`config.mk`:
```
export PLATFORM = sky130hd
export DESIGN_NAME = rff_top
export DESIGN_NICKNAME = d
export VERILOG_FILES = /design/src/include/rff_pkg.sv /design/src/hdl/rff_top.sv
export SDC_FILE = /design/constraint.sdc
export NUM_CORES = 1
export LEC_CHECK = 0
export ABC_AREA = 1
export BUFFER_PORTS_ARGS = -buffer_cell sky130_fd_sc_hd__buf_2
export CELL_PAD_IN_SITES_DETAIL_PLACEMENT = 1
export CELL_PAD_IN_SITES_GLOBAL_PLACEMENT = 1
export CORE_MARGIN = 4
export CORE_UTILIZATION = 35
export CTS_CLUSTER_DIAMETER = 80
export DETAILED_ROUTE_END_ITERATION = 10
export PLACE_DENSITY_LB_ADDON = 0.1
export SYNTH_ARGS = -nofsm -noshare
export SYNTH_HDL_FRONTEND = slang
export SYNTH_SLANG_ARGS = --single-unit
```
`constraint.sdc`:
```
create_clock -name core_clk -period 1.4 [get_ports core_clk]
set_input_delay 0.28 -clock core_clk [delete_from_list [all_inputs] [get_ports core_clk]]
set_output_delay 0.28 -clock core_clk [all_outputs]
set_load 0.005 [all_outputs]
```
`src/include/rff_pkg.sv`:
```
// Package for the receive frame filter result and interrupt block.
// Assumes a 32-bit AHB-Lite register bus and a 100 MHz core clock.
package rff_pkg;
	// ****************************************************************
	// Register byte offsets
	// ****************************************************************
	localparam logic [7:0] RFF_OFS_CTRL = 8'h00;
	localparam logic [7:0] RFF_OFS_MASK = 8'h04;
	localparam logic [7:0] RFF_OFS_MATCH = 8'h08;
	localparam logic [7:0] RFF_OFS_IRQ_STATUS = 8'h0C;
	localparam logic [7:0] RFF_OFS_IRQ_MASK = 8'h10;
	// ****************************************************************
	// Field positions
	// ****************************************************************
	localparam int RFF_CTRL_UNIT_EN_LSB = 0;
	localparam int RFF_CTRL_REMAP_LSB = 4;
	localparam int RFF_CTRL_PROMISC = 8;
	localparam int RFF_CTRL_CRC_FILT = 9;
	localparam int RFF_CTRL_AUTO_ACK = 10;
	localparam int RFF_MASK_TYPE_LSB = 0;
	localparam int RFF_MASK_VER_LSB = 8;
	localparam int RFF_MATCH_EXT = 4;
	localparam int RFF_IRQ_START = 0;
	localparam int RFF_IRQ_ADDR = 1;
	localparam int RFF_IRQ_EXT = 2;
	localparam int RFF_IRQ_END = 3;
	// ****************************************************************
	// Reset values and frame constants
	// ****************************************************************
	localparam logic [7:0] RFF_TYPE_MASK_RST = 8'h0B;
	localparam logic [3:0] RFF_VER_MASK_RST = 4'h3;
	localparam logic [2:0] RFF_TYPE_ACK = 3'h2;
	localparam logic [2:0] RFF_TYPE_DATA = 3'h1;
	localparam logic [2:0] RFF_TYPE_CMD = 3'h3;
	localparam logic [1:0] RFF_HTRANS_NONSEQ = 2'h2;
	// Frame progress of the receive path
	typedef enum logic [1:0] {
		RFF_IDLE = 2'b00,
		RFF_HDR = 2'b01,
		RFF_BODY = 2'b10
	} rff_state_t;
endpackage : rff_pkg

```
`src/hdl/rff_top.sv`:
```
// Receive frame filter result logic: filter masks, per-unit match status,
// receive interrupts and the automatic acknowledgement trigger.
// Assumes the parser delivers per-unit third-level verdicts with the header
// done strobe, and the frame buffer signals completion with frame_done.
`timescale 1ns/1ns
module rff_top
	import rff_pkg::*;
#(
	parameter int NUM_UNITS = 4
) (
	input wire logic core_clk, // Baseband clock
	input wire logic arst_n, // Asynchronous reset, active low
	input wire logic clk_en, // Freezes all state while low
	input wire logic hsel, // AHB slave select
	input wire logic [7:0] haddr, // AHB address, low byte
	input wire logic [1:0] htrans, // AHB transfer type
	input wire logic hwrite, // AHB write
	input wire logic [2:0] hsize, // AHB size
	input wire logic [31:0] hwdata, // AHB write data
	input wire logic hready, // AHB bus ready
	output logic [31:0] hrdata, // AHB read data
	output logic hreadyout, // AHB slave ready
	output logic hresp, // AHB response, always OKAY
	input wire logic hdr_valid, // Pulse: valid frame header detected
	input wire logic hdr_done, // Pulse: MAC header fully parsed
	input wire logic [2:0] frame_type, // Frame type, valid with hdr_done
	input wire logic [1:0] frame_version, // Frame version, valid with hdr_done
	input wire logic ack_request, // Ack request bit, valid with hdr_done
	input wire logic [NUM_UNITS-1:0] unit_rules_ok, // Third-level rules per unit
	input wire logic unit_rules_reserved, // Unit verdict computed as data type
	input wire logic ext_rule_hit, // At least one extended rule met
	input wire logic fcs_ok, // FCS valid, with frame_done
	input wire logic frame_done, // Pulse: frame stored in buffer
	output logic rx_start_irq, // Pulse: frame start
	output logic rx_addr_match_irq, // Pulse: address match
	output logic rx_ext_match_irq, // Pulse: extended match
	output logic rx_end_irq, // Pulse: frame end
	output logic auto_ack_trig, // Pulse: start automatic ack
	output logic irq // Level interrupt
);
	import rff_pkg::*;

	// ****************************************************************
	// Registers
	// ****************************************************************
	logic [NUM_UNITS-1:0] filter_unit_enable_q;
	logic [NUM_UNITS-1:0] reserved_type_remap_q;
	logic promiscuous_rx_q;
	logic checksum_filter_enable_q;
	logic auto_ack_q;
	logic [7:0] frame_type_mask_q;
	logic [3:0] frame_version_mask_q;
	logic [NUM_UNITS-1:0] address_match_status_q;
	logic extended_match_flag_q;
	logic [3:0] irq_status_q;
	logic [3:0] irq_mask_q;
	logic ack_frame_q;
	logic ack_cand_q;
	rff_state_t state_q;

	// ****************************************************************
	// AHB-Lite slave, zero wait states
	// ****************************************************************
	logic wr_pend_q;
	logic [7:0] wr_addr_q;
	logic [31:0] rd_word;
	logic take;
	logic [3:0] w1c;

	assign take = hsel && hready && htrans[1];

	always_ff @(posedge core_clk or negedge arst_n) begin
		if (!arst_n) begin
			wr_pend_q <= 1'b0;
			wr_addr_q <= 8'h00;
			hrdata <= 32'h00000000;
		end else if (clk_en) begin
			if (hready) begin
				wr_pend_q <= take && hwrite;
			end
			if (take) begin
				wr_addr_q <= haddr;
			end
			hrdata <= (take && !hwrite) ? rd_word : 32'h00000000;
		end
	end

	always_ff @(posedge core_clk or negedge arst_n) begin
		if (!arst_n) begin
			hreadyout <= 1'b1;
			hresp <= 1'b0;
		end else begin
			hreadyout <= 1'b1;
			hresp <= 1'b0;
		end
	end

	always_comb begin
		rd_word = 32'h00000000;
		case (haddr)
			RFF_OFS_CTRL: begin
				rd_word[RFF_CTRL_UNIT_EN_LSB +: NUM_UNITS] = filter_unit_enable_q;
				rd_word[RFF_CTRL_REMAP_LSB +: NUM_UNITS] = reserved_type_remap_q;
				rd_word[RFF_CTRL_PROMISC] = promiscuous_rx_q;
				rd_word[RFF_CTRL_CRC_FILT] = checksum_filter_enable_q;
				rd_word[RFF_CTRL_AUTO_ACK] = auto_ack_q;
			end
			RFF_OFS_MASK: begin
				rd_word[RFF_MASK_TYPE_LSB +: 8] = frame_type_mask_q;
				rd_word[RFF_MASK_VER_LSB +: 4] = frame_version_mask_q;
			end
			RFF_OFS_MATCH: begin
				rd_word[NUM_UNITS-1:0] = address_match_status_q;
				rd_word[RFF_MATCH_EXT] = extended_match_flag_q;
			end
			RFF_OFS_IRQ_STATUS: rd_word[3:0] = irq_status_q;
			RFF_OFS_IRQ_MASK: rd_word[3:0] = irq_mask_q;
			default: rd_word = 32'h00000000;
		endcase
	end

	// Configuration writes; unmapped addresses are ignored
	always_ff @(posedge core_clk or negedge arst_n) begin
		if (!arst_n) begin
			filter_unit_enable_q <= '0;
			reserved_type_remap_q <= '0;
			promiscuous_rx_q <= 1'b0;
			checksum_filter_enable_q <= 1'b0;
			auto_ack_q <= 1'b0;
			frame_type_mask_q <= RFF_TYPE_MASK_RST;
			frame_version_mask_q <= RFF_VER_MASK_RST;
			irq_mask_q <= 4'h0;
		end else if (clk_en && wr_pend_q) begin
			case (wr_addr_q)
				RFF_OFS_CTRL: begin
					filter_unit_enable_q <= hwdata[RFF_CTRL_UNIT_EN_LSB +: NUM_UNITS];
					reserved_type_remap_q <= hwdata[RFF_CTRL_REMAP_LSB +: NUM_UNITS];
					promiscuous_rx_q <= hwdata[RFF_CTRL_PROMISC];
					checksum_filter_enable_q <= hwdata[RFF_CTRL_CRC_FILT];
					auto_ack_q <= hwdata[RFF_CTRL_AUTO_ACK];
				end
				RFF_OFS_MASK: begin
					frame_type_mask_q <= hwdata[RFF_MASK_TYPE_LSB +: 8];
					frame_version_mask_q <= hwdata[RFF_MASK_VER_LSB +: 4];
				end
				RFF_OFS_IRQ_MASK: irq_mask_q <= hwdata[3:0];
				default: ;
			endcase
		end
	end

	assign w1c = (wr_pend_q && wr_addr_q == RFF_OFS_IRQ_STATUS) ? hwdata[3:0] : 4'h0;

	// ****************************************************************
	// Filter decision at header completion
	// ****************************************************************
	logic filter_en;
	logic global_ok;
	logic reserved_t;
	logic is_ack;
	logic [NUM_UNITS-1:0] unit_hit;
	logic addr_hit;
	logic ext_hit;

	assign filter_en = |filter_unit_enable_q;
	assign global_ok = frame_type_mask_q[frame_type] &&
		frame_version_mask_q[frame_version];
	assign reserved_t = frame_type[2];
	assign is_ack = (frame_type == RFF_TYPE_ACK);

	// Reserved types only reach a unit whose remap bit is set, and then the
	// data-type verdict decides; the ordinary per-unit verdict does not apply
	assign unit_hit = filter_unit_enable_q &
		(reserved_t ? (reserved_type_remap_q & {NUM_UNITS{unit_rules_reserved}})
			: unit_rules_ok);
	assign addr_hit = global_ok && !is_ack && (|unit_hit);
	assign ext_hit = global_ok && !is_ack && ext_rule_hit;

	// Match status holds from one header completion to the next
	always_ff @(posedge core_clk or negedge arst_n) begin
		if (!arst_n) begin
			address_match_status_q <= '0;
			extended_match_flag_q <= 1'b0;
			ack_frame_q <= 1'b0;
			ack_cand_q <= 1'b0;
		end else if (clk_en && hdr_done) begin
			address_match_status_q <= global_ok && !is_ack ? unit_hit : '0;
			extended_match_flag_q <= ext_hit;
			ack_frame_q <= is_ack;
			ack_cand_q <= auto_ack_q && filter_en && (|unit_hit) && ack_request &&
				(frame_type == RFF_TYPE_DATA || frame_type == RFF_TYPE_CMD);
		end
	end

	// ****************************************************************
	// Frame progress
	// ****************************************************************
	always_ff @(posedge core_clk or negedge arst_n) begin
		if (!arst_n) begin
			state_q <= RFF_IDLE;
		end else if (clk_en) begin
			case (state_q)
				RFF_IDLE: if (hdr_valid) state_q <= RFF_HDR;
				RFF_HDR: if (hdr_done) state_q <= RFF_BODY;
				RFF_BODY: if (frame_done) state_q <= RFF_IDLE;
				default: state_q <= RFF_IDLE;
			endcase
		end
	end

	// ****************************************************************
	// Interrupt pulses
	// ****************************************************************
	logic fcs_pass;
	logic end_ok;
	logic [3:0] ev;

	assign fcs_pass = fcs_ok || !checksum_filter_enable_q;
	assign end_ok = fcs_pass && (!filter_en || promiscuous_rx_q || ack_frame_q ||
		(|address_match_status_q) || extended_match_flag_q);

	assign ev[RFF_IRQ_START] = hdr_valid;
	assign ev[RFF_IRQ_ADDR] = hdr_done && state_q == RFF_HDR && filter_en && addr_hit;
	assign ev[RFF_IRQ_EXT] = hdr_done && state_q == RFF_HDR && filter_en && ext_hit;
	assign ev[RFF_IRQ_END] = frame_done && state_q == RFF_BODY && end_ok;

	always_ff @(posedge core_clk or negedge arst_n) begin
		if (!arst_n) begin
			rx_start_irq <= 1'b0;
			rx_addr_match_irq <= 1'b0;
			rx_ext_match_irq <= 1'b0;
			rx_end_irq <= 1'b0;
			auto_ack_trig <= 1'b0;
		end else if (clk_en) begin
			rx_start_irq <= ev[RFF_IRQ_START];
			rx_addr_match_irq <= ev[RFF_IRQ_ADDR];
			rx_ext_match_irq <= ev[RFF_IRQ_EXT];
			rx_end_irq <= ev[RFF_IRQ_END];
			// Ack only follows a frame that also passed the end checks
			auto_ack_trig <= ev[RFF_IRQ_END] && ack_cand_q;
		end
	end

	// Sticky status: a new event wins over a same-cycle clear
	always_ff @(posedge core_clk or negedge arst_n) begin
		if (!arst_n) begin
			irq_status_q <= 4'h0;
			irq <= 1'b0;
		end else if (clk_en) begin
			irq_status_q <= (irq_status_q & ~w1c) | ev;
			irq <= |(((irq_status_q & ~w1c) | ev) & irq_mask_q);
		end
	end
endmodule : rff_top

```
==> impl_results.md <==
- Leading cell type in the layout, fill and taps excluded: sky130_fd_sc_hd__nand2_1
- Number of maximum-capacitance constraint violations: 0
- Average footprint of a synthesized cell: 7.886 um2
- Type of the worst setup path: flip-flop to flip-flop
- TritonCTS clock tree: yes
- GRT Overall Usage: 0.1903
- Layout area overhead: 40.94%
- Peak supply drop: 404.8 uV
- Final critical-path setup slack: -0.1506 ns
- Vertical die dimension: 107.9 um
- Count of buffers inserted at the top-level ports: 60
- Worst-case reg-to-reg path depth: 10
- Drt total wl: 11660 um
- Total CTS buffers: 9
- Path type of the worst min-delay path: primary input to flip-flop
- Global-route wire length before repair: 17060 um
- Placement row count: 36
- Largest stage delay on the critical path: 0.54 ns
- ANT cells: 0
- Final setup violation count: 22
- Nets@finish: 647
- Cell-by-cell listing of the critical path: nand3_1, nand2_1, inv_1, nand2_2, nand2_2, nor2_4, nand4_1, nand2_1, nand2_1, nand2_1
- Share of layout cells above drive strength 1: 0.4051
- Maximum level of the CTS H-tree: 3
- Setup crit start kind: flip-flop
- Final hold violation count: 0
- Average via count per standard cell: 4.752
- Top cell by count, worst path: sky130_fd_sc_hd__nand2_1
- Synthesized flop and latch total: 67
- R2r endpoint: irq
- Final clock skew: 0.006077 ns
- Top-area cell type share of the netlist area: 0.4441
- Worst-path cell with the longest stage delay: sky130_fd_sc_hd__dfstp_2
- Count of warnings emitted by yosys: 0
- End-of-flow core utilization: 0.5060
- Critical Path Sink Type: flip-flop
- Latest clock arrival within the worst-skew pair: 0.35 ns
- Leakage Power: 2.475 nW
- Largest net degree at the start of global routing: 68
- Slack of the worst reg-to-reg path: -0.15 ns
- Die Width: 107.9 um
- Area of the core region: 9729 um2
- Clock period minus final worst setup slack: 1.551 ns
- Cell area after synthesis: 3493 um2
- Number of buffers on the longest clock path: 2
- WP data required: 1.69 ns
- Router iterations before antenna repair: 4
- ANT nets after route: 0
- RSZ-0062 raised after global routing: true
- Cell count after synthesis: 443
- Fmax: 644.9 MHz
- Most frequent cells in the layout: sky130_fd_sc_hd__nand2_1 (96), sky130_fd_sc_hd__buf_4 (65), sky130_fd_sc_hd__dfrtp_1 (62)
- Worst hold stages: 3
- HPWL after detailed placement: 8216 um
- Area after DPL: 4322 um2
- Distinct cell type count of the synthesized netlist: 34
- Worst Hold Path EP: frame_version_mask_q[0]
- Pre-CTS worst setup slack: -0.1050 ns
- Cell taking the most area after synthesis: sky130_fd_sc_hd__dfrtp_1
- Via count of the routed design: 3412
- Pwr dens: 897.2 nW/um2
- Share of the cycle needed by the critical path after routing: 1.108
- Critical Path AT: 1.84 ns
- Clk root buf: sky130_fd_sc_hd__clkbuf_8
- Detail-routed net length per standard cell: 16.23 um
- Fill count: 1221
- DRC marker count from the first detailed-route iteration: 122
- Outcome: complete, but fails checks
- Register area share after synthesis: 0.4817
- Antenna violations before repair: 0
- Number of clock sinks seen by CTS: 67
- Sum of overflow across all layers after global routing: 0
- Vias in the first global route: 3326
- Leading post-synthesis cells by cell area: sky130_fd_sc_hd__dfrtp_1 (44%), sky130_fd_sc_hd__nand2_1 (14%), sky130_fd_sc_hd__inv_1 (6.2%)
- Origin of the worst min-delay path: hwdata[8]
- Total Die Area: 11640 um2
- Worst flop-to-flop path startpoint: frame_type_mask_q[3]
- Weighted congestion reported at the end of routability-driven placement: 0.8078
- Effective utilization at floorplan: 0.3591
- Io pins: 107
- Register clock-pin slew on the reported worst setup and hold paths: 0.08 ns
- Final-report max-slew violation count: 0
- Fin area: 4923 um2
- Maximum fanout along the worst path: 4
- DRC Markers: 0
- Violated checks: setup timing
-- worst max path at each step --
| stage | startpoint | endpoint | cells after the start |
|---|---|---|---|
| 5_1_grt | frame_version_mask_q[1] | irq | 10 |
| 2_1_floorplan | frame_type_mask_q[1] | irq | 12 |
| 3_5_place_dp | haddr[5] | hrdata[3] | 10 |
| 3_3_place_gp | haddr[5] | hrdata[0] | 10 |
| 6_report | frame_type_mask_q[3] | irq | 10 |
| 4_1_cts | frame_version_mask_q[0] | irq | 12 |
-- per-layer routing --
layer  vias to the layer above  part of all wire  global-route usage
met5                         -                 0                   0
met4                         0             0.013             0.05140
met3                        14             0.037             0.03599
met2                        67              0.49              0.3055
met1                      1670              0.46              0.2640
li1                       1661                 -                   -
-- Yosys cell counts, drive strengths merged --
cell,count
a21oi,6
and3,2
clkbuf,3
o22ai,6
dfrtp,62
dfstp,5
o21bai,1
nand4,9
conb,2
or2,1
clkinv,1
nor2,21
nand2,130
nand3b,1
o211ai,7
inv,62
nor3,5
buf,29
nand3,34
o41ai,2
o221ai,3
o21ai,51
-- kinds of logic after synthesis --
family | synth area share
simple gates | 0.2607
buf+inv | 0.1297
flops | 0.4817
compound gates | 0.1257
other cells | 0.002150
-- state kept, by name, summed over array words and instances, names as in the netlist --
name                      cells
ack_frame_q                   1
reserved_type_remap_q         4
state_q                       2
rx_start_irq                  1
rx_end_irq                    1
rx_addr_match_irq             1
auto_ack_q                    1
irq_status_q                  4
hrdata                       12
frame_type_mask_q             8
irq                           1
rx_ext_match_irq              1
address_match_status_q        4
frame_version_mask_q          4
promiscuous_rx_q              1
checksum_filter_enable_q      1
auto_ack_trig                 1
extended_match_flag_q         1
wr_pend_q                     1
ack_cand_q                    1
irq_mask_q                    4
filter_unit_enable_q          4
wr_addr_q                     8
-- power breakdown --
group	total, mW	switching (mW)	internal, mW	leakage (nW)
clock network	1.43	0.795	0.635	0.0791
logic	0.834	0.482	0.352	1.51
registers	2.15	0.0928	2.06	0.881
-- worst max-delay path, delay by kind of cell (launching register included) --
kind                   cells  cell delay, ns
and+or+nand+nor            9            0.90
buffers and inverters      1            0.05
DFF                        1            0.54
-- per-stage QoR --
step	TNS [ns]	power (mW)	instances	hold WS (ns)
floorplan	0	2.537	463	-0.01559
global placement	-0.7643	2.854	686	0.3384
detailed placement	-1.223	2.883	686	0.3349
CTS	-0.1699	4.319	704	0.1524
global route	-3.253	4.650	718	0.1738
finish	-1.489	4.417	718	0.1684
-- what timing repair did --
| item | 4_1_cts | 5_1_grt |
|---|---|---|
| endpoints found under the setup margin | 23 | 40 |
| hold endpoints to repair | 62 | 0 |
| pin swaps | 3 | 8 |
| cloned | 0 | 6 |
| gates resized for setup | 6 | 79 |
| buffers inserted | 1 | 8 |
| hold buffers | 1 | 0 |
-- area by class of cell --
cell class | instances | area [um2] | share of cell area
tap | 133 | 166.4 | 0.03380
clock buffer | 11 | 131.4 | 0.02668
timing repair buffer | 138 | 1015 | 0.2061
multi-input combinational | 301 | 1662 | 0.3375
clock inverter | 5 | 30.03 | 0.006099
sequential | 67 | 1683 | 0.3418
inverter | 63 | 236.5 | 0.04803
Power figures use the tool's default switching activity.
